===== config.mk =====
export PLATFORM = sky130hd
export DESIGN_NAME = ldoc_top
export DESIGN_NICKNAME = d
export VERILOG_FILES = /design/src/verilog/ldoc_pkg.sv /design/src/verilog/ldoc_channel.sv /design/src/verilog/ldoc_top.sv
export SDC_FILE = /design/constraint.sdc
export NUM_CORES = 1
export LEC_CHECK = 0
export ABC_CLOCK_PERIOD_IN_PS = 6400
export BUFFER_PORTS_ARGS = -buffer_cell sky130_fd_sc_hd__buf_4
export CAP_MARGIN = 20
export CORE_MARGIN = 5
export CORE_UTILIZATION = 45
export DETAILED_ROUTE_END_ITERATION = 8
export PLACE_DENSITY = 0.67
export SETUP_SLACK_MARGIN = 0.5
export SYNTH_ARGS = -nofsm -noshare
export SYNTH_HDL_FRONTEND = slang
export SYNTH_SLANG_ARGS = --single-unit

===== constraint.sdc =====
create_clock -name sys_clk -period 6.4 [get_ports sys_clk]
set_clock_uncertainty 0.05 [all_clocks]
set_input_delay 0.32 -clock sys_clk [delete_from_list [all_inputs] [get_ports sys_clk]]
set_output_delay 0.32 -clock sys_clk [all_outputs]
set_load 0.005 [all_outputs]

===== src/verilog/ldoc_pkg.sv =====
`default_nettype none
package ldoc_pkg;
  // ----------------------------------------------------------------
  // Bus geometry
  // ----------------------------------------------------------------
  localparam int          NUM_LDO  = 4;
  localparam int          REG_W    = 16;
  localparam logic [1:0]  RESP_OK  = 2'h0;
  localparam logic [1:0]  RESP_ERR = 2'h2;

  // ----------------------------------------------------------------
  // Register indices (byte address is four times the index)
  // ----------------------------------------------------------------
  localparam logic [9:0] IDX_ENABLE_A  = 10'h00D;
  localparam logic [9:0] IDX_ENABLE_B  = 10'h0B0;
  localparam logic [9:0] IDX_MODE_1    = 10'h0C8;
  localparam logic [9:0] IDX_IMAGE_1   = 10'h0CA;
  localparam logic [9:0] IDX_MODE_2    = 10'h0CB;
  localparam logic [9:0] IDX_IMAGE_2   = 10'h0CD;
  localparam logic [9:0] IDX_MODE_3    = 10'h0CE;
  localparam logic [9:0] IDX_IMAGE_3   = 10'h0D0;
  localparam logic [9:0] IDX_MODE_4    = 10'h0D1;
  localparam logic [9:0] IDX_IMAGE_4   = 10'h0D3;
  localparam logic [9:0] IDX_SLEEP_CTL = 10'h0F0;
  localparam logic [9:0] IDX_STATUS    = 10'h0F1;

  // ----------------------------------------------------------------
  // Field positions and reset values
  // ----------------------------------------------------------------
  localparam int         POS_CODE     = 0;
  localparam int         POS_FLOAT    = 10;
  localparam int         POS_SWITCH   = 14;
  localparam int         POS_TRIG     = 8;
  localparam int         POS_BEH      = 12;
  localparam int         POS_ENABLE   = 8;
  localparam int         POS_SLEEP    = 0;
  localparam int         POS_ST_LP    = 4;
  localparam int         POS_ST_DIS   = 8;
  localparam logic [4:0] RST_IMAGE    = 5'h1C;
  localparam logic [1:0] RST_BEH      = 2'h0;
  localparam logic [1:0] RST_TRIG     = 2'h0;
  localparam logic [1:0] BEH_IMAGE    = 2'h0;
  localparam logic [1:0] BEH_OFF      = 2'h1;
  localparam logic [1:0] TRIG_SW      = 2'h0;

  // ----------------------------------------------------------------
  // Voltage encoding, millivolts
  // ----------------------------------------------------------------
  localparam logic [11:0] MV_LOW_BASE  = 12'h384;
  localparam logic [11:0] MV_LOW_STEP  = 12'h032;
  localparam logic [11:0] MV_HIGH_BASE = 12'h708;
  localparam logic [11:0] MV_HIGH_STEP = 12'h064;

  function automatic logic [11:0] ldoc_code_mv(input logic [4:0] code);
    logic [11:0] step;
    step = {8'h00, code[3:0]};
    if (code[4]) begin
      ldoc_code_mv = MV_HIGH_BASE + 12'(step * MV_HIGH_STEP);
    end else begin
      ldoc_code_mv = MV_LOW_BASE + 12'(step * MV_LOW_STEP);
    end
  endfunction
endpackage
`default_nettype wire


===== src/verilog/ldoc_channel.sv =====
`default_nettype none
module ldoc_channel
  import ldoc_pkg::*;
(
  input  wire logic        sys_clk,
  input  wire logic        rst_n,
  input  wire logic        enable,
  input  wire logic        switch_mode,
  input  wire logic        float_off,
  input  wire logic [4:0]  voltage_code,
  input  wire logic [4:0]  image_code,
  input  wire logic [1:0]  behaviour,
  input  wire logic [1:0]  source_select,
  input  wire logic        sleep_request_bit,
  input  wire logic [2:0]  low_power_request,
  input  wire logic        lowpower_pin_request,
  input  wire logic        all_off,
  output logic             on_next,
  output logic             reg_on,
  output logic             reg_switch,
  output logic             reg_discharge,
  output logic             reg_lowpower,
  output logic [4:0]       reg_code,
  output logic [11:0]      reg_mv
);
  wire       sel_req = (source_select == TRIG_SW) ? sleep_request_bit :
                       low_power_request[source_select - 2'h1];
  wire       lp      = sel_req | lowpower_pin_request;
  wire       use_img = lp & (behaviour == BEH_IMAGE);
  wire       go_off  = lp & (behaviour == BEH_OFF);
  wire [4:0] code_n  = use_img ? image_code : voltage_code;
  assign on_next = enable & ~go_off;

  always_ff @(posedge sys_clk) begin
    if (!rst_n) begin
      reg_on        <= 1'b0;
      reg_switch    <= 1'b0;
      reg_discharge <= 1'b1;
      reg_lowpower  <= 1'b0;
      reg_code      <= 5'h00;
      reg_mv        <= 12'h000;
    end else begin
      reg_on        <= on_next;
      reg_switch    <= on_next & switch_mode;
      reg_discharge <= ~on_next & (~float_off | all_off);
      reg_lowpower  <= lp;
      reg_code      <= code_n;
      reg_mv        <= (on_next & ~switch_mode) ? ldoc_code_mv(code_n) : 12'h000;
    end
  end

  // ----------------------------------------------------------------
  // Checks
  // ----------------------------------------------------------------
  AST_SWITCH_NO_REG: assert property (@(posedge sys_clk) disable iff (!rst_n)
    (enable && switch_mode && !go_off) |=> (reg_switch && reg_mv == 12'h000))
    else $error("switch mode still regulating");
  AST_TOP_CODE: assert property (@(posedge sys_clk) disable iff (!rst_n)
    (on_next && !switch_mode && code_n == 5'h1F) |=> (reg_mv == 12'hCE4))
    else $error("top code not 3300 mV");
  AST_IMAGE_SEL: assert property (@(posedge sys_clk) disable iff (!rst_n)
    (lp && behaviour == BEH_IMAGE) |=> (reg_code == $past(image_code)))
    else $error("image code not applied");
  AST_SLEEP_OFF: assert property (@(posedge sys_clk) disable iff (!rst_n)
    (lp && behaviour == BEH_OFF) |=> !reg_on)
    else $error("sleep disable ignored");
  AST_SOURCE: assert property (@(posedge sys_clk) disable iff (!rst_n)
    (source_select == 2'h2 && low_power_request[1]) |=> reg_lowpower)
    else $error("selected trigger not seen");
  AST_PIN_ALL: assert property (@(posedge sys_clk) disable iff (!rst_n)
    lowpower_pin_request |=> reg_lowpower)
    else $error("pin request ignored");
  AST_FLOAT: assert property (@(posedge sys_clk) disable iff (!rst_n)
    (!on_next && float_off && !all_off) |=> !reg_discharge)
    else $error("float option not honoured");
  AST_ALL_OFF: assert property (@(posedge sys_clk) disable iff (!rst_n)
    all_off |=> reg_discharge)
    else $error("all off but not discharging");
  AST_RETURN: assert property (@(posedge sys_clk) disable iff (!rst_n)
    (!lp && enable) |=> (reg_on && reg_code == $past(voltage_code)))
    else $error("no return from low power");
endmodule
`default_nettype wire


===== src/verilog/ldoc_top.sv =====
// How it works
// - Switch bit makes regulator an unregulated switch
// - Code maps 0.9V/50mV low, 1.8V/100mV high
// - New voltage code applies immediately while running
// - Image code, reset 1C, used in low power
// - Sleep behaviour: image voltage or disable output
// - Trigger select: software bit or three lines
// - Low-power triggers are active high
// - Low-power pin forces all regulators low power
// - Float bit: discharge or float when disabled
// - All four disabled forces discharge everywhere
// - Enable bits reachable at two identical addresses
`default_nettype none
module ldoc_top
  import ldoc_pkg::*;
#(
  parameter int         ADDR_W     = 12,
  parameter logic [4:0] VSEL_RESET = 5'h00
) (
  input  wire logic              sys_clk,
  input  wire logic              rst_n,
  input  wire logic [ADDR_W-1:0] s_axi_awaddr,
  input  wire logic              s_axi_awvalid,
  output logic                   s_axi_awready,
  input  wire logic [31:0]       s_axi_wdata,
  input  wire logic [3:0]        s_axi_wstrb,
  input  wire logic              s_axi_wvalid,
  output logic                   s_axi_wready,
  output logic [1:0]             s_axi_bresp,
  output logic                   s_axi_bvalid,
  input  wire logic              s_axi_bready,
  input  wire logic [ADDR_W-1:0] s_axi_araddr,
  input  wire logic              s_axi_arvalid,
  output logic                   s_axi_arready,
  output logic [31:0]            s_axi_rdata,
  output logic [1:0]             s_axi_rresp,
  output logic                   s_axi_rvalid,
  input  wire logic              s_axi_rready,
  input  wire logic [2:0]        low_power_request,
  input  wire logic              lowpower_pin_request,
  output logic [3:0]             ldo_on,
  output logic [3:0]             ldo_switch,
  output logic [3:0]             ldo_discharge,
  output logic [19:0]            ldo_code,
  output logic [47:0]            ldo_mv
);
  // ----------------------------------------------------------------
  // Elaboration checks
  // ----------------------------------------------------------------
  if (ADDR_W < 12) begin : g_bad_addr
    $error("ADDR_W must be at least 12");
  end

  // ----------------------------------------------------------------
  // Control state
  // ----------------------------------------------------------------
  logic [4:0]        vsel  [NUM_LDO];
  logic [4:0]        vimg  [NUM_LDO];
  logic [1:0]        beh   [NUM_LDO];
  logic [1:0]        trig  [NUM_LDO];
  logic [3:0]        swi;
  logic [3:0]        flt;
  logic [3:0]        en;
  logic              sleep_bit;
  logic [3:0]        lp_state;
  logic [3:0]        on_next;
  logic [ADDR_W-1:0] aw_addr;
  logic [15:0]       w_data;
  logic [1:0]        w_strb;

  localparam logic [9:0] IDX_MODE  [NUM_LDO] = '{IDX_MODE_1, IDX_MODE_2,
                                                 IDX_MODE_3, IDX_MODE_4};
  localparam logic [9:0] IDX_IMAGE [NUM_LDO] = '{IDX_IMAGE_1, IDX_IMAGE_2,
                                                 IDX_IMAGE_3, IDX_IMAGE_4};

  function automatic logic [15:0] merge16(input logic [15:0] old_v,
                                          input logic [15:0] new_v,
                                          input logic [1:0]  strb);
    merge16 = {strb[1] ? new_v[15:8] : old_v[15:8],
               strb[0] ? new_v[7:0]  : old_v[7:0]};
  endfunction

  function automatic logic is_enable_idx(input logic [9:0] idx);
    is_enable_idx = (idx == IDX_ENABLE_A) || (idx == IDX_ENABLE_B);
  endfunction

  // ----------------------------------------------------------------
  // Write path decode
  // ----------------------------------------------------------------
  wire [9:0]  wr_idx   = aw_addr[11:2];
  wire        wr_high  = (aw_addr[ADDR_W-1:2] >> 10) != '0;
  wire        do_write = !s_axi_awready && !s_axi_wready && !s_axi_bvalid;
  wire        wr_en    = do_write && !wr_high && is_enable_idx(wr_idx);
  wire        wr_sleep = do_write && !wr_high && (wr_idx == IDX_SLEEP_CTL);
  wire [15:0] en_word  = {4'h0, en, 8'h00};
  wire [15:0] en_merge = merge16(en_word, w_data, w_strb);
  wire [15:0] sl_merge = merge16({15'h0000, sleep_bit}, w_data, w_strb);
  logic [3:0] wr_mode;
  logic [3:0] wr_image;
  logic [3:0] rd_hit_mode;
  logic [3:0] rd_hit_image;

  // ----------------------------------------------------------------
  // Read path decode
  // ----------------------------------------------------------------
  wire [9:0]  rd_idx  = s_axi_araddr[11:2];
  wire        rd_high = (s_axi_araddr[ADDR_W-1:2] >> 10) != '0;
  logic [15:0] mode_word  [NUM_LDO];
  logic [15:0] image_word [NUM_LDO];
  logic [15:0] rd_mode_sel;
  logic [15:0] rd_image_sel;
  wire [15:0] status_word = {4'h0, ldo_discharge, lp_state, ldo_on};
  wire        rd_en_hit   = is_enable_idx(rd_idx);
  wire        rd_sl_hit   = rd_idx == IDX_SLEEP_CTL;
  wire        rd_st_hit   = rd_idx == IDX_STATUS;
  wire        rd_ok       = !rd_high && (rd_en_hit || rd_sl_hit || rd_st_hit ||
                                         (|rd_hit_mode) || (|rd_hit_image));
  wire [15:0] rd_word     = rd_en_hit ? en_word :
                            rd_sl_hit ? {15'h0000, sleep_bit} :
                            rd_st_hit ? status_word :
                            (|rd_hit_mode) ? rd_mode_sel : rd_image_sel;
  wire        wr_ok       = !wr_high && (is_enable_idx(wr_idx) ||
                            (wr_idx == IDX_SLEEP_CTL) || (wr_idx == IDX_STATUS) ||
                            (|wr_mode) || (|wr_image));

  always_comb begin
    rd_mode_sel  = 16'h0000;
    rd_image_sel = 16'h0000;
    for (int i = 0; i < NUM_LDO; i++) begin
      if (rd_hit_mode[i]) begin
        rd_mode_sel = mode_word[i];
      end
      if (rd_hit_image[i]) begin
        rd_image_sel = image_word[i];
      end
    end
  end

  // ----------------------------------------------------------------
  // Per-regulator registers and output logic
  // ----------------------------------------------------------------
  for (genvar i = 0; i < NUM_LDO; i++) begin : g_ldo
    wire [15:0] m_new = merge16(mode_word[i], w_data, w_strb);
    wire [15:0] i_new = merge16(image_word[i], w_data, w_strb);
    assign wr_mode[i]      = do_write && !wr_high && (wr_idx == IDX_MODE[i]);
    assign wr_image[i]     = do_write && !wr_high && (wr_idx == IDX_IMAGE[i]);
    assign rd_hit_mode[i]  = rd_idx == IDX_MODE[i];
    assign rd_hit_image[i] = rd_idx == IDX_IMAGE[i];
    assign mode_word[i]    = {1'b0, swi[i], 3'h0, flt[i], 5'h00, vsel[i]};
    assign image_word[i]   = {2'h0, beh[i], 2'h0, trig[i], 3'h0, vimg[i]};

    always_ff @(posedge sys_clk) begin
      if (!rst_n) begin
        vsel[i] <= VSEL_RESET;
        swi[i]  <= 1'b0;
        flt[i]  <= 1'b0;
      end else if (wr_mode[i]) begin
        vsel[i] <= m_new[POS_CODE +: 5];
        swi[i]  <= m_new[POS_SWITCH];
        flt[i]  <= m_new[POS_FLOAT];
      end
    end

    always_ff @(posedge sys_clk) begin
      if (!rst_n) begin
        vimg[i] <= RST_IMAGE;
        beh[i]  <= RST_BEH;
        trig[i] <= RST_TRIG;
      end else if (wr_image[i]) begin
        vimg[i] <= i_new[POS_CODE +: 5];
        beh[i]  <= i_new[POS_BEH +: 2];
        trig[i] <= i_new[POS_TRIG +: 2];
      end
    end

    ldoc_channel u_channel (
      .sys_clk              (sys_clk),
      .rst_n                (rst_n),
      .enable               (en[i]),
      .switch_mode          (swi[i]),
      .float_off            (flt[i]),
      .voltage_code         (vsel[i]),
      .image_code           (vimg[i]),
      .behaviour            (beh[i]),
      .source_select        (trig[i]),
      .sleep_request_bit    (sleep_bit),
      .low_power_request    (low_power_request),
      .lowpower_pin_request (lowpower_pin_request),
      .all_off              (~|on_next),
      .on_next              (on_next[i]),
      .reg_on               (ldo_on[i]),
      .reg_switch           (ldo_switch[i]),
      .reg_discharge        (ldo_discharge[i]),
      .reg_lowpower         (lp_state[i]),
      .reg_code             (ldo_code[i*5 +: 5]),
      .reg_mv               (ldo_mv[i*12 +: 12])
    );
  end

  // ----------------------------------------------------------------
  // Shared enable and software sleep registers
  // ----------------------------------------------------------------
  always_ff @(posedge sys_clk) begin
    if (!rst_n) begin
      en        <= 4'h0;
      sleep_bit <= 1'b0;
    end else begin
      if (wr_en) begin
        en <= en_merge[POS_ENABLE +: 4];
      end
      if (wr_sleep) begin
        sleep_bit <= sl_merge[POS_SLEEP];
      end
    end
  end

  // ----------------------------------------------------------------
  // AXI4-Lite write channel
  // ----------------------------------------------------------------
  // Address and data are held until both arrived, so either order works
  always_ff @(posedge sys_clk) begin
    if (!rst_n) begin
      s_axi_awready <= 1'b1;
      s_axi_wready  <= 1'b1;
      s_axi_bvalid  <= 1'b0;
      s_axi_bresp   <= RESP_OK;
      aw_addr       <= '0;
      w_data        <= 16'h0000;
      w_strb        <= 2'h0;
    end else begin
      if (s_axi_awvalid && s_axi_awready) begin
        s_axi_awready <= 1'b0;
        aw_addr       <= s_axi_awaddr;
      end
      if (s_axi_wvalid && s_axi_wready) begin
        s_axi_wready <= 1'b0;
        w_data       <= s_axi_wdata[15:0];
        w_strb       <= s_axi_wstrb[1:0];
      end
      if (do_write) begin
        s_axi_bvalid <= 1'b1;
        s_axi_bresp  <= wr_ok ? RESP_OK : RESP_ERR;
      end
      if (s_axi_bvalid && s_axi_bready) begin
        s_axi_bvalid  <= 1'b0;
        s_axi_awready <= 1'b1;
        s_axi_wready  <= 1'b1;
      end
    end
  end

  // ----------------------------------------------------------------
  // AXI4-Lite read channel
  // ----------------------------------------------------------------
  always_ff @(posedge sys_clk) begin
    if (!rst_n) begin
      s_axi_arready <= 1'b1;
      s_axi_rvalid  <= 1'b0;
      s_axi_rdata   <= 32'h0000_0000;
      s_axi_rresp   <= RESP_OK;
    end else begin
      if (s_axi_arvalid && s_axi_arready) begin
        s_axi_arready <= 1'b0;
        s_axi_rvalid  <= 1'b1;
        s_axi_rdata   <= rd_ok ? {16'h0000, rd_word} : 32'h0000_0000;
        s_axi_rresp   <= rd_ok ? RESP_OK : RESP_ERR;
      end else if (s_axi_rvalid && s_axi_rready) begin
        s_axi_rvalid  <= 1'b0;
        s_axi_arready <= 1'b1;
      end
    end
  end

  // ----------------------------------------------------------------
  // Checks
  // ----------------------------------------------------------------
  AST_EN_ALIAS_WRITE: assert property (@(posedge sys_clk) disable iff (!rst_n)
    (do_write && !wr_high && wr_idx == IDX_ENABLE_B && w_strb[1])
      |=> (en == $past(w_data[11:8])))
    else $error("alias enable write lost");
  AST_RD_ONE_CYCLE: assert property (@(posedge sys_clk) disable iff (!rst_n)
    (s_axi_arvalid && s_axi_arready) |=> (s_axi_rvalid && !s_axi_arready))
    else $error("read answer late");
  AST_WR_RESP: assert property (@(posedge sys_clk) disable iff (!rst_n)
    (s_axi_awvalid && s_axi_awready && s_axi_wvalid && s_axi_wready)
      |=> ##1 s_axi_bvalid)
    else $error("write response missing");
  AST_DISCHARGE_ALL: assert property (@(posedge sys_clk) disable iff (!rst_n)
    (on_next == 4'h0) |=> (ldo_discharge == 4'hF))
    else $error("all off but some output floats");
  AST_VSEL_LIVE: assert property (@(posedge sys_clk) disable iff (!rst_n)
    (wr_mode[0] && lp_state[0] == 1'b0 && !lowpower_pin_request &&
     trig[0] == TRIG_SW && !sleep_bit) |=> ##1 (ldo_code[4:0] == $past(vsel[0]))
    )
    else $error("voltage code not applied");
endmodule
`default_nettype wire

# ---- After elaboration in Yosys (flattened, before gate mapping)
# Memories as Yosys holds them, arrays and structs flattened.
# Index checks and enable logic that the tools add are counted.
dict set report classes {
  n_mul 8
  add_sub_neg 12
  n_eq_ne 28
  n_lt_le_gt_ge 4
  n_reduce_logical 56
  n_bitwise 65
  shifts 0
  div 0
  n_mux 92
}
# op count
set ops {}
lappend ops {{10-bit by 8-bit == test with 1-bit output (second input constant)} 22}
lappend ops {{16-bit 2-to-1 mux} 11}
lappend ops {{5-bit 2-to-1 mux} 20}
lappend ops {{4-bit by 5-bit multiplier with 9-bit output (second input constant)} 8}
lappend ops {{11-bit by 11-bit adder with 12-bit output (first input constant)} 4}
lappend ops {{12-bit 2-to-1 mux} 4}
lappend ops {{10-bit by 10-bit adder with 11-bit output (first input constant)} 4}
lappend ops {{1-bit 2-to-1 mux} 37}
lappend ops {{1-bit AND} 24}
lappend ops {{6-bit 2-to-1 mux} 4}
lappend ops {{1-bit OR} 24}
lappend ops {{10-bit by 4-bit == test with 1-bit output (second input constant)} 2}
lappend ops {{2-bit 2-to-1 mux} 10}
lappend ops {{2-bit AND reduction} 10}
lappend ops {{4-bit OR reduction} 5}
lappend ops {{1-bit logical AND} 17}
lappend ops {{1-bit inverter} 17}
lappend ops {{2-bit zero test} 8}
lappend ops {{15-bit 2-to-1 mux} 1}
lappend ops {{14-bit 2-to-1 mux} 1}
lappend ops {{2-bit by 3-bit less-than comparator with 1-bit output (second input constant)} 4}
lappend ops {{1-bit logical OR} 10}
lappend ops {{1-bit binary-select mux with 2-bit select} 4}
lappend ops {{2-bit by 1-bit == test with 1-bit output (second input constant)} 4}
lappend ops {{other kinds (4)} 10}
dict set report totals {
  rom_bits 0
  ff_bits 167
  n_memories 4
  latch_bits 0
  out_inout_bits 121
  ramBits 56
  wordCells 314
  in_bits 71
}
# memory depth word_bits rd rd_clocked_by_memory_dff write_ports line_no
set memory_table {}
lappend memory_table {vimg 4 5 4 0 4 ldoc_top.sv:58} ;# logic [4:0] vimg [NUM_LDO];
lappend memory_table {vsel 4 5 4 0 4 ldoc_top.sv:57} ;# logic [4:0] vsel [NUM_LDO];
lappend memory_table {beh 4 2 4 0 4 ldoc_top.sv:59} ;# logic [1:0] beh [NUM_LDO];
lappend memory_table {trig 4 2 4 0 4 ldoc_top.sv:60} ;# logic [1:0] trig [NUM_LDO];

# ---- Logic depth before layout (Yosys ltp)
# An unclocked memory read counts as a cell.
dict set report logic_depth {
  ltp_word 13
  ltp_mapped 17
  depth_no_buf 16
}

# ---- By module
# Synthesis repeated with hierarchy kept, for this count alone.
dict set report hier_totals {
  cells_unflattened 1112
  area_unflattened_um2 10455.0
}
# module seq_area_each_um2 area_each_um2 instances cells_per_inst
set modules_own_cells {}
lappend modules_own_cells {ldoc_top 2862.7 5888.1 1 621}
lappend modules_own_cells {{ldoc_channel (g_ldo[0].u_channel ...)} 400.4 1168.6 2 126}
lappend modules_own_cells {{ldoc_channel (g_ldo[2].u_channel)} 400.4 1114.8 1 119}
lappend modules_own_cells {{ldoc_channel (g_ldo[3].u_channel)} 400.4 1114.8 1 120}

# ---- Worst setup path before layout
# OpenSTA, ideal clock, no wires.
dict set report synth_timing {
  path_kind {register to register}
  startpoint {memory trig[3][0]}
  endpoint {register g_ldo[3].u_channel.reg_mv[7]}
  t_arrival_ps 4081
  period_less_slack_ps 4268
  path_buffers 0
  required_time_ps 6213
  slack_ps 2132
  path_stages_with_launch 16
  setup_ps 137
  cell_sequence {edfxtp_1 inv_1 ha_1 mux2i_1 or3_1 a211oi_1 mux2i_1 inv_1 ha_1 fa_1 and3_1 nand3_1 a2111o_1 o21a_1 xnor2_1 a21oi_1}
}
# item line_no
set synth_rtl {}
lappend synth_rtl {{start, declared} ldoc_top.sv:60}
lappend synth_rtl {{end signal, assigned} ldoc_channel.sv:48} ;# reg_mv <= (on_next & ~switch_mode) ? ldoc_code_mv(code_n) : 12'h000;
lappend synth_rtl {{end, declared} ldoc_channel.sv:24} ;# output logic [11:0] reg_mv

==> qor_table.md <==
| Parameter | This run | Unit |
|---|---|---|
| Status | finished, final reports clean | - |
| Diode count | 0 | - |
| Top cells by area in the synthesized netlist | sky130_fd_sc_hd__dfxtp_1, sky130_fd_sc_hd__edfxtp_1, sky130_fd_sc_hd__ha_1 | - |
| Die Area | 25,700 | um^2 |
| Final RePlAce weighted congestion | 0.920 | - |
| Final instance area | 11,900 | um^2 |
| Post-cts sizing count | 0 | - |
| Fraction of post-synthesis cell area in the top cell type by area | 27.4 | % |
| Max VDD drop | 0.149 | mV |
| Via count | 8,371 | - |
| R2R depth | 16 | - |
| Mean number of vias per cell | 5.62 | - |
| Number of optimization iterations in the first detailed-route pass | 5 | - |
| Final-stage net count | 1,303 | - |
| Leak pwr | 4.77 | nW |
| Area of the mapped netlist | 10,200 | um^2 |
| Endpoint of the worst-slack reg-to-reg timing path | g_ldo[3].u_channel.reg_mv[7]$_SDFF_PN0_ | - |
| Die Height | 160 | um |
| Clock insertion delay at the later pin of the skew report | 440 | ps |
| Clock sink total | 195 | - |
| Placed wire-length estimate | 21,100 | um |
| Clock-pin slew of the registers on the worst-case setup and hold paths | 70 | ps |
| Initial antenna violation count | 0 | - |
| Overall overflow remaining after global route | 0 | - |
| Share of layout cells above drive strength 1 | 16.8 | % |
| Count of H-tree levels built during CTS | 4 | - |
| Tightest Hold Check Type | in2reg | - |
| Cell count after placement | 1,457 | - |
| Fraction of registers with async set or reset after synthesis | 0 | % |
| Cell type with the largest total area after synthesis | sky130_fd_sc_hd__dfxtp_1 | - |
| Worst Min Path Start | s_axi_wvalid | - |
| Total setup buffers inserted after CTS | 0 | - |
| Cells after synthesis | 1,077 | - |
| Die width | 160 | um |
| Sequential element share of the synthesized area | 43.9 | % |
| Total area of multi-input combinational cells | 5240 | um^2 |
| Critical path start-end classification | reg2reg | - |
| Max cap viols | 0 | - |
| Core Rows | 55 | - |
| Maximum clock insertion buffer count | 2 | - |
| Data arrival, critical path | 5270 | ps |
| Sum of routed wire length over all layers | 27,400 | um |
| Starting Density | 45.3 | % |
| Flops & latches, synth | 195 | - |
| Number of filler instances in the final layout | 2,150 | - |
| Tightest Pin Transition | 1190 | ps |
| Fin crit period | 5020 | ps |
| Fin cells | 1,489 | - |
| Final count of negative-setup-slack endpoints | 0 | - |
| Clock tree from TritonCTS | yes | - |
| Core area | 22,400 | um^2 |
| Min-Delay Endpoint | s_axi_wready$_SDFFE_PP1P_ | - |
| Count of buffers from port buffering | 142 | - |
| Sequential standard cell area | 4460 | um^2 |
| Detailed router's first-iteration violation count | 686 | - |
| Reg-to-reg startpoint | trig[3][0]$_SDFFCE_PN0P_ | - |
| Pre-CTS setup slack | 1470 | ps |
| Layout overhead on the synthesized area | 16.7 | % |
| Global-route usage over all layers | 20.9 | % |
| Post-route worst setup slack | 1380 | ps |
| Setup slack on the worst flop-to-flop path | 1380 | ps |
| Post-place instance area | 11,300 | um^2 |
| Critical path data required time | 6650 | ps |
| Crit share post-route | 78.4 | % |
| Final ANT Viol Nets | 0 | - |
| RSZ-0062 raised after global routing | no | - |
| Setup crit end kind | flip-flop | - |
| Largest fanout of any net on the critical path | 7 | - |
| Number of placed I/O pins | 192 | - |
| Number of enable-type register cells in the synthesized netlist | 56 | - |
| Number of buffers added by the clock tree synthesis step | 17 | - |
| Wire length of the first global-routing pass | 42,900 | um |
| Avg WL per Cell | 18.4 | um |
| Clock tree root driver cell | sky130_fd_sc_hd__clkbuf_16 | - |
| Post-synth top flop | sky130_fd_sc_hd__dfxtp_1 | - |
| Worst slew margin relative to its limit | 19.8 | % |
| Worst hold path stage count | 2 | - |
| Max Fclk | 199 | MHz |
| Final count of pins violating max slew | 0 | - |
| Number of global-route vias before repair | 7,928 | - |
| Yosys warning total | 0 | - |
| Largest net degree at the start of global routing | 79 | - |
| Number of hold-repair buffers added at the cts stage | 0 | - |
| Power density over the cells | 231 | nW/um^2 |
| Setup crit start kind | flip-flop | - |
| Hold_ws | 18.5 | ps |
| Netlist cell types | 76 | - |
| Residual DRC count | 0 | - |
| Setup TNS | 0 | ps |
| Start point of the critical path | trig[3][0]$_SDFFCE_PN0P_ | - |
| Mean cell area of the mapped netlist | 9.45 | um^2 |
| Hold violation total from the final report | 0 | - |
-- routing by layer --
| metal | GRT usage [%] | up-vias | wire [um] |
|---|---|---|---|
| li1 | - | 4059 | - |
| met1 | 28.1 | 3950 | 12200 |
| met2 | 33.9 | 311 | 12800 |
| met3 | 4.11 | 51 | 1670 |
| met4 | 6.88 | 0 | 766 |
| met5 | 0 | - | 0 |
-- sequential cells by signal, indices dropped and copies added (netlist names), 2 cells and up --
name                           flops
aw_addr                           10
beh                                8
en                                 4
flt                                4
g_ldo.u_channel.reg_code          20
g_ldo.u_channel.reg_discharge      4
g_ldo.u_channel.reg_lowpower       4
g_ldo.u_channel.reg_mv            44
g_ldo.u_channel.reg_on             4
g_ldo.u_channel.reg_switch         4
mode_word                          4
s_axi_rdata                       15
trig                               8
vimg                              20
vsel                              20
w_data                            12
w_strb                             2
-- cell type report --
cell class / count / share of cell area (%)
Tap cell: 285 / 3.00
Clock buffer: 18 / 3.62
Multi-Input combinational cell: 792 / 44.1
Timing Repair Buffer: 149 / 9.42
Sequential cell: 195 / 37.6
Clock inverter: 14 / 1.05
Inverter: 36 / 1.14
-- cell usage in the layout, fill, tap and decap left out, types with 9 or more instances in the layout --
cell and n:
sky130_fd_sc_hd__ha_1 37, sky130_fd_sc_hd__or3_1 9, sky130_fd_sc_hd__xor2_1 12, sky130_fd_sc_hd__nor4_1 9
sky130_fd_sc_hd__nand3_1 32, sky130_fd_sc_hd__nor2_1 66, sky130_fd_sc_hd__xnor2_1 19, sky130_fd_sc_hd__o211ai_1 11
sky130_fd_sc_hd__dfxtp_1 139, sky130_fd_sc_hd__a21oi_1 30, sky130_fd_sc_hd__a22oi_1 11, sky130_fd_sc_hd__nor2b_1 30
sky130_fd_sc_hd__a21boi_0 37, sky130_fd_sc_hd__o21ai_0 27, sky130_fd_sc_hd__nand2_1 122, sky130_fd_sc_hd__nand2b_1 13
sky130_fd_sc_hd__and2_1 32, sky130_fd_sc_hd__inv_1 34, sky130_fd_sc_hd__edfxtp_1 56, sky130_fd_sc_hd__a21o_1 9
sky130_fd_sc_hd__buf_4 149, sky130_fd_sc_hd__conb_1 23, sky130_fd_sc_hd__or2_1 10, sky130_fd_sc_hd__mux2i_1 38
sky130_fd_sc_hd__o21a_1 12, sky130_fd_sc_hd__a31oi_1 12, sky130_fd_sc_hd__and3_1 16, sky130_fd_sc_hd__nor3_1 28
sky130_fd_sc_hd__clkbuf_16 17, sky130_fd_sc_hd__o21ai_1 13, sky130_fd_sc_hd__a211oi_1 16
-- critical path, cell delays in order, from the launching register on --
cell                       delay [ps]
sky130_fd_sc_hd__edfxtp_1         390
sky130_fd_sc_hd__inv_1             70
sky130_fd_sc_hd__ha_1             320
sky130_fd_sc_hd__nor4bb_1         150
sky130_fd_sc_hd__a211oi_1         640
sky130_fd_sc_hd__a211o_1          440
sky130_fd_sc_hd__mux2i_1          630
sky130_fd_sc_hd__inv_2             50
sky130_fd_sc_hd__ha_1             200
sky130_fd_sc_hd__ha_1             220
sky130_fd_sc_hd__fa_1             520
sky130_fd_sc_hd__and3_1           250
sky130_fd_sc_hd__nand3_1          110
sky130_fd_sc_hd__a2111o_1         420
sky130_fd_sc_hd__o21a_1           150
sky130_fd_sc_hd__xnor2_1          190
sky130_fd_sc_hd__a21oi_1           90
-- power breakdown --
| group | internal, W | total, W | switching (W) |
|---|---|---|---|
| Sequential | 0.00130 | 0.00133 | 0.0000342 |
| Combinational | 0.000152 | 0.000374 | 0.000222 |
| Clock | 0.000542 | 0.00103 | 0.000486 |
| Total | 0.00199 | 0.00274 | 0.000742 |
-- Yosys cell counts (4+ instances only) --
cell / count
sky130_fd_sc_hd__a21oi_1: 30
sky130_fd_sc_hd__o211ai_1: 11
sky130_fd_sc_hd__xor2_1: 12
sky130_fd_sc_hd__mux2i_1: 38
sky130_fd_sc_hd__or3_1: 9
sky130_fd_sc_hd__a21boi_0: 37
sky130_fd_sc_hd__o22ai_1: 5
sky130_fd_sc_hd__o2111ai_1: 8
sky130_fd_sc_hd__nor3_1: 28
sky130_fd_sc_hd__nand3_1: 32
sky130_fd_sc_hd__ha_1: 37
sky130_fd_sc_hd__a21o_1: 9
sky130_fd_sc_hd__a221oi_1: 8
sky130_fd_sc_hd__o21ai_1: 13
sky130_fd_sc_hd__nand4_1: 6
sky130_fd_sc_hd__mux2_2: 8
sky130_fd_sc_hd__nand2b_1: 13
sky130_fd_sc_hd__dfxtp_1: 139
sky130_fd_sc_hd__clkbuf_1: 36
sky130_fd_sc_hd__and2_1: 32
sky130_fd_sc_hd__buf_2: 5
sky130_fd_sc_hd__and3_1: 16
sky130_fd_sc_hd__a31oi_1: 12
sky130_fd_sc_hd__inv_1: 34
sky130_fd_sc_hd__o21a_1: 12
sky130_fd_sc_hd__edfxtp_1: 56
sky130_fd_sc_hd__a22oi_1: 11
sky130_fd_sc_hd__a211oi_1: 16
sky130_fd_sc_hd__fa_1: 4
sky130_fd_sc_hd__or2_1: 10
sky130_fd_sc_hd__nor2_1: 66
sky130_fd_sc_hd__nand2_1: 122
sky130_fd_sc_hd__nand3b_1: 8
sky130_fd_sc_hd__a21boi_1: 4
sky130_fd_sc_hd__nor4bb_1: 4
sky130_fd_sc_hd__nor4_1: 9
sky130_fd_sc_hd__nor2b_1: 30
sky130_fd_sc_hd__buf_4: 35
sky130_fd_sc_hd__o21ai_0: 27
sky130_fd_sc_hd__xnor2_1: 19
sky130_fd_sc_hd__nor3b_1: 8
-- worst max-delay path by stage --
stage	end	slack [ps]	depth (start not counted)
6_report	g_ldo[3].u_channel.reg_mv[7]$_SDFF_PN0_	1380	16
5_1_grt	g_ldo[3].u_channel.reg_mv[7]$_SDFF_PN0_	1110	16
4_1_cts	g_ldo[3].u_channel.reg_mv[7]$_SDFF_PN0_	1430	16
3_5_place_dp	g_ldo[3].u_channel.reg_mv[7]$_SDFF_PN0_	1470	16
3_3_place_gp	g_ldo[3].u_channel.reg_mv[7]$_SDFF_PN0_	1540	15
2_1_floorplan	g_ldo[3].u_channel.reg_mv[7]$_SDFF_PN0_	2130	15
-- metrics by stage --
step                      total power, W  utilization, %
final                            0.00274            52.9
after global routing             0.00285            52.9
after CTS                        0.00275            52.9
after detailed placement         0.00173            50.4
after global placement           0.00172            50.4
after floorplan                  0.00162               -
-- cells by family (layout without fill, tap and decap cells) --
group / Yosys count / count (layout) / share of synthesized area, %
DFF: 195 / 195 / 43.9
other: 1 / 23 / 0.0369
xor gates and xnor gates: 31 / 31 / 2.67
muxes: 48 / 48 / 4.87
buffers and inverters: 112 / 217 / 5.49
adders and majority gates: 41 / 41 / 5.34
AOI/OAI and AO/OA: 234 / 234 / 16.3
and+or+nand+nor: 415 / 415 / 21.5
No activity file was read; power rests on OpenSTA's default activity.
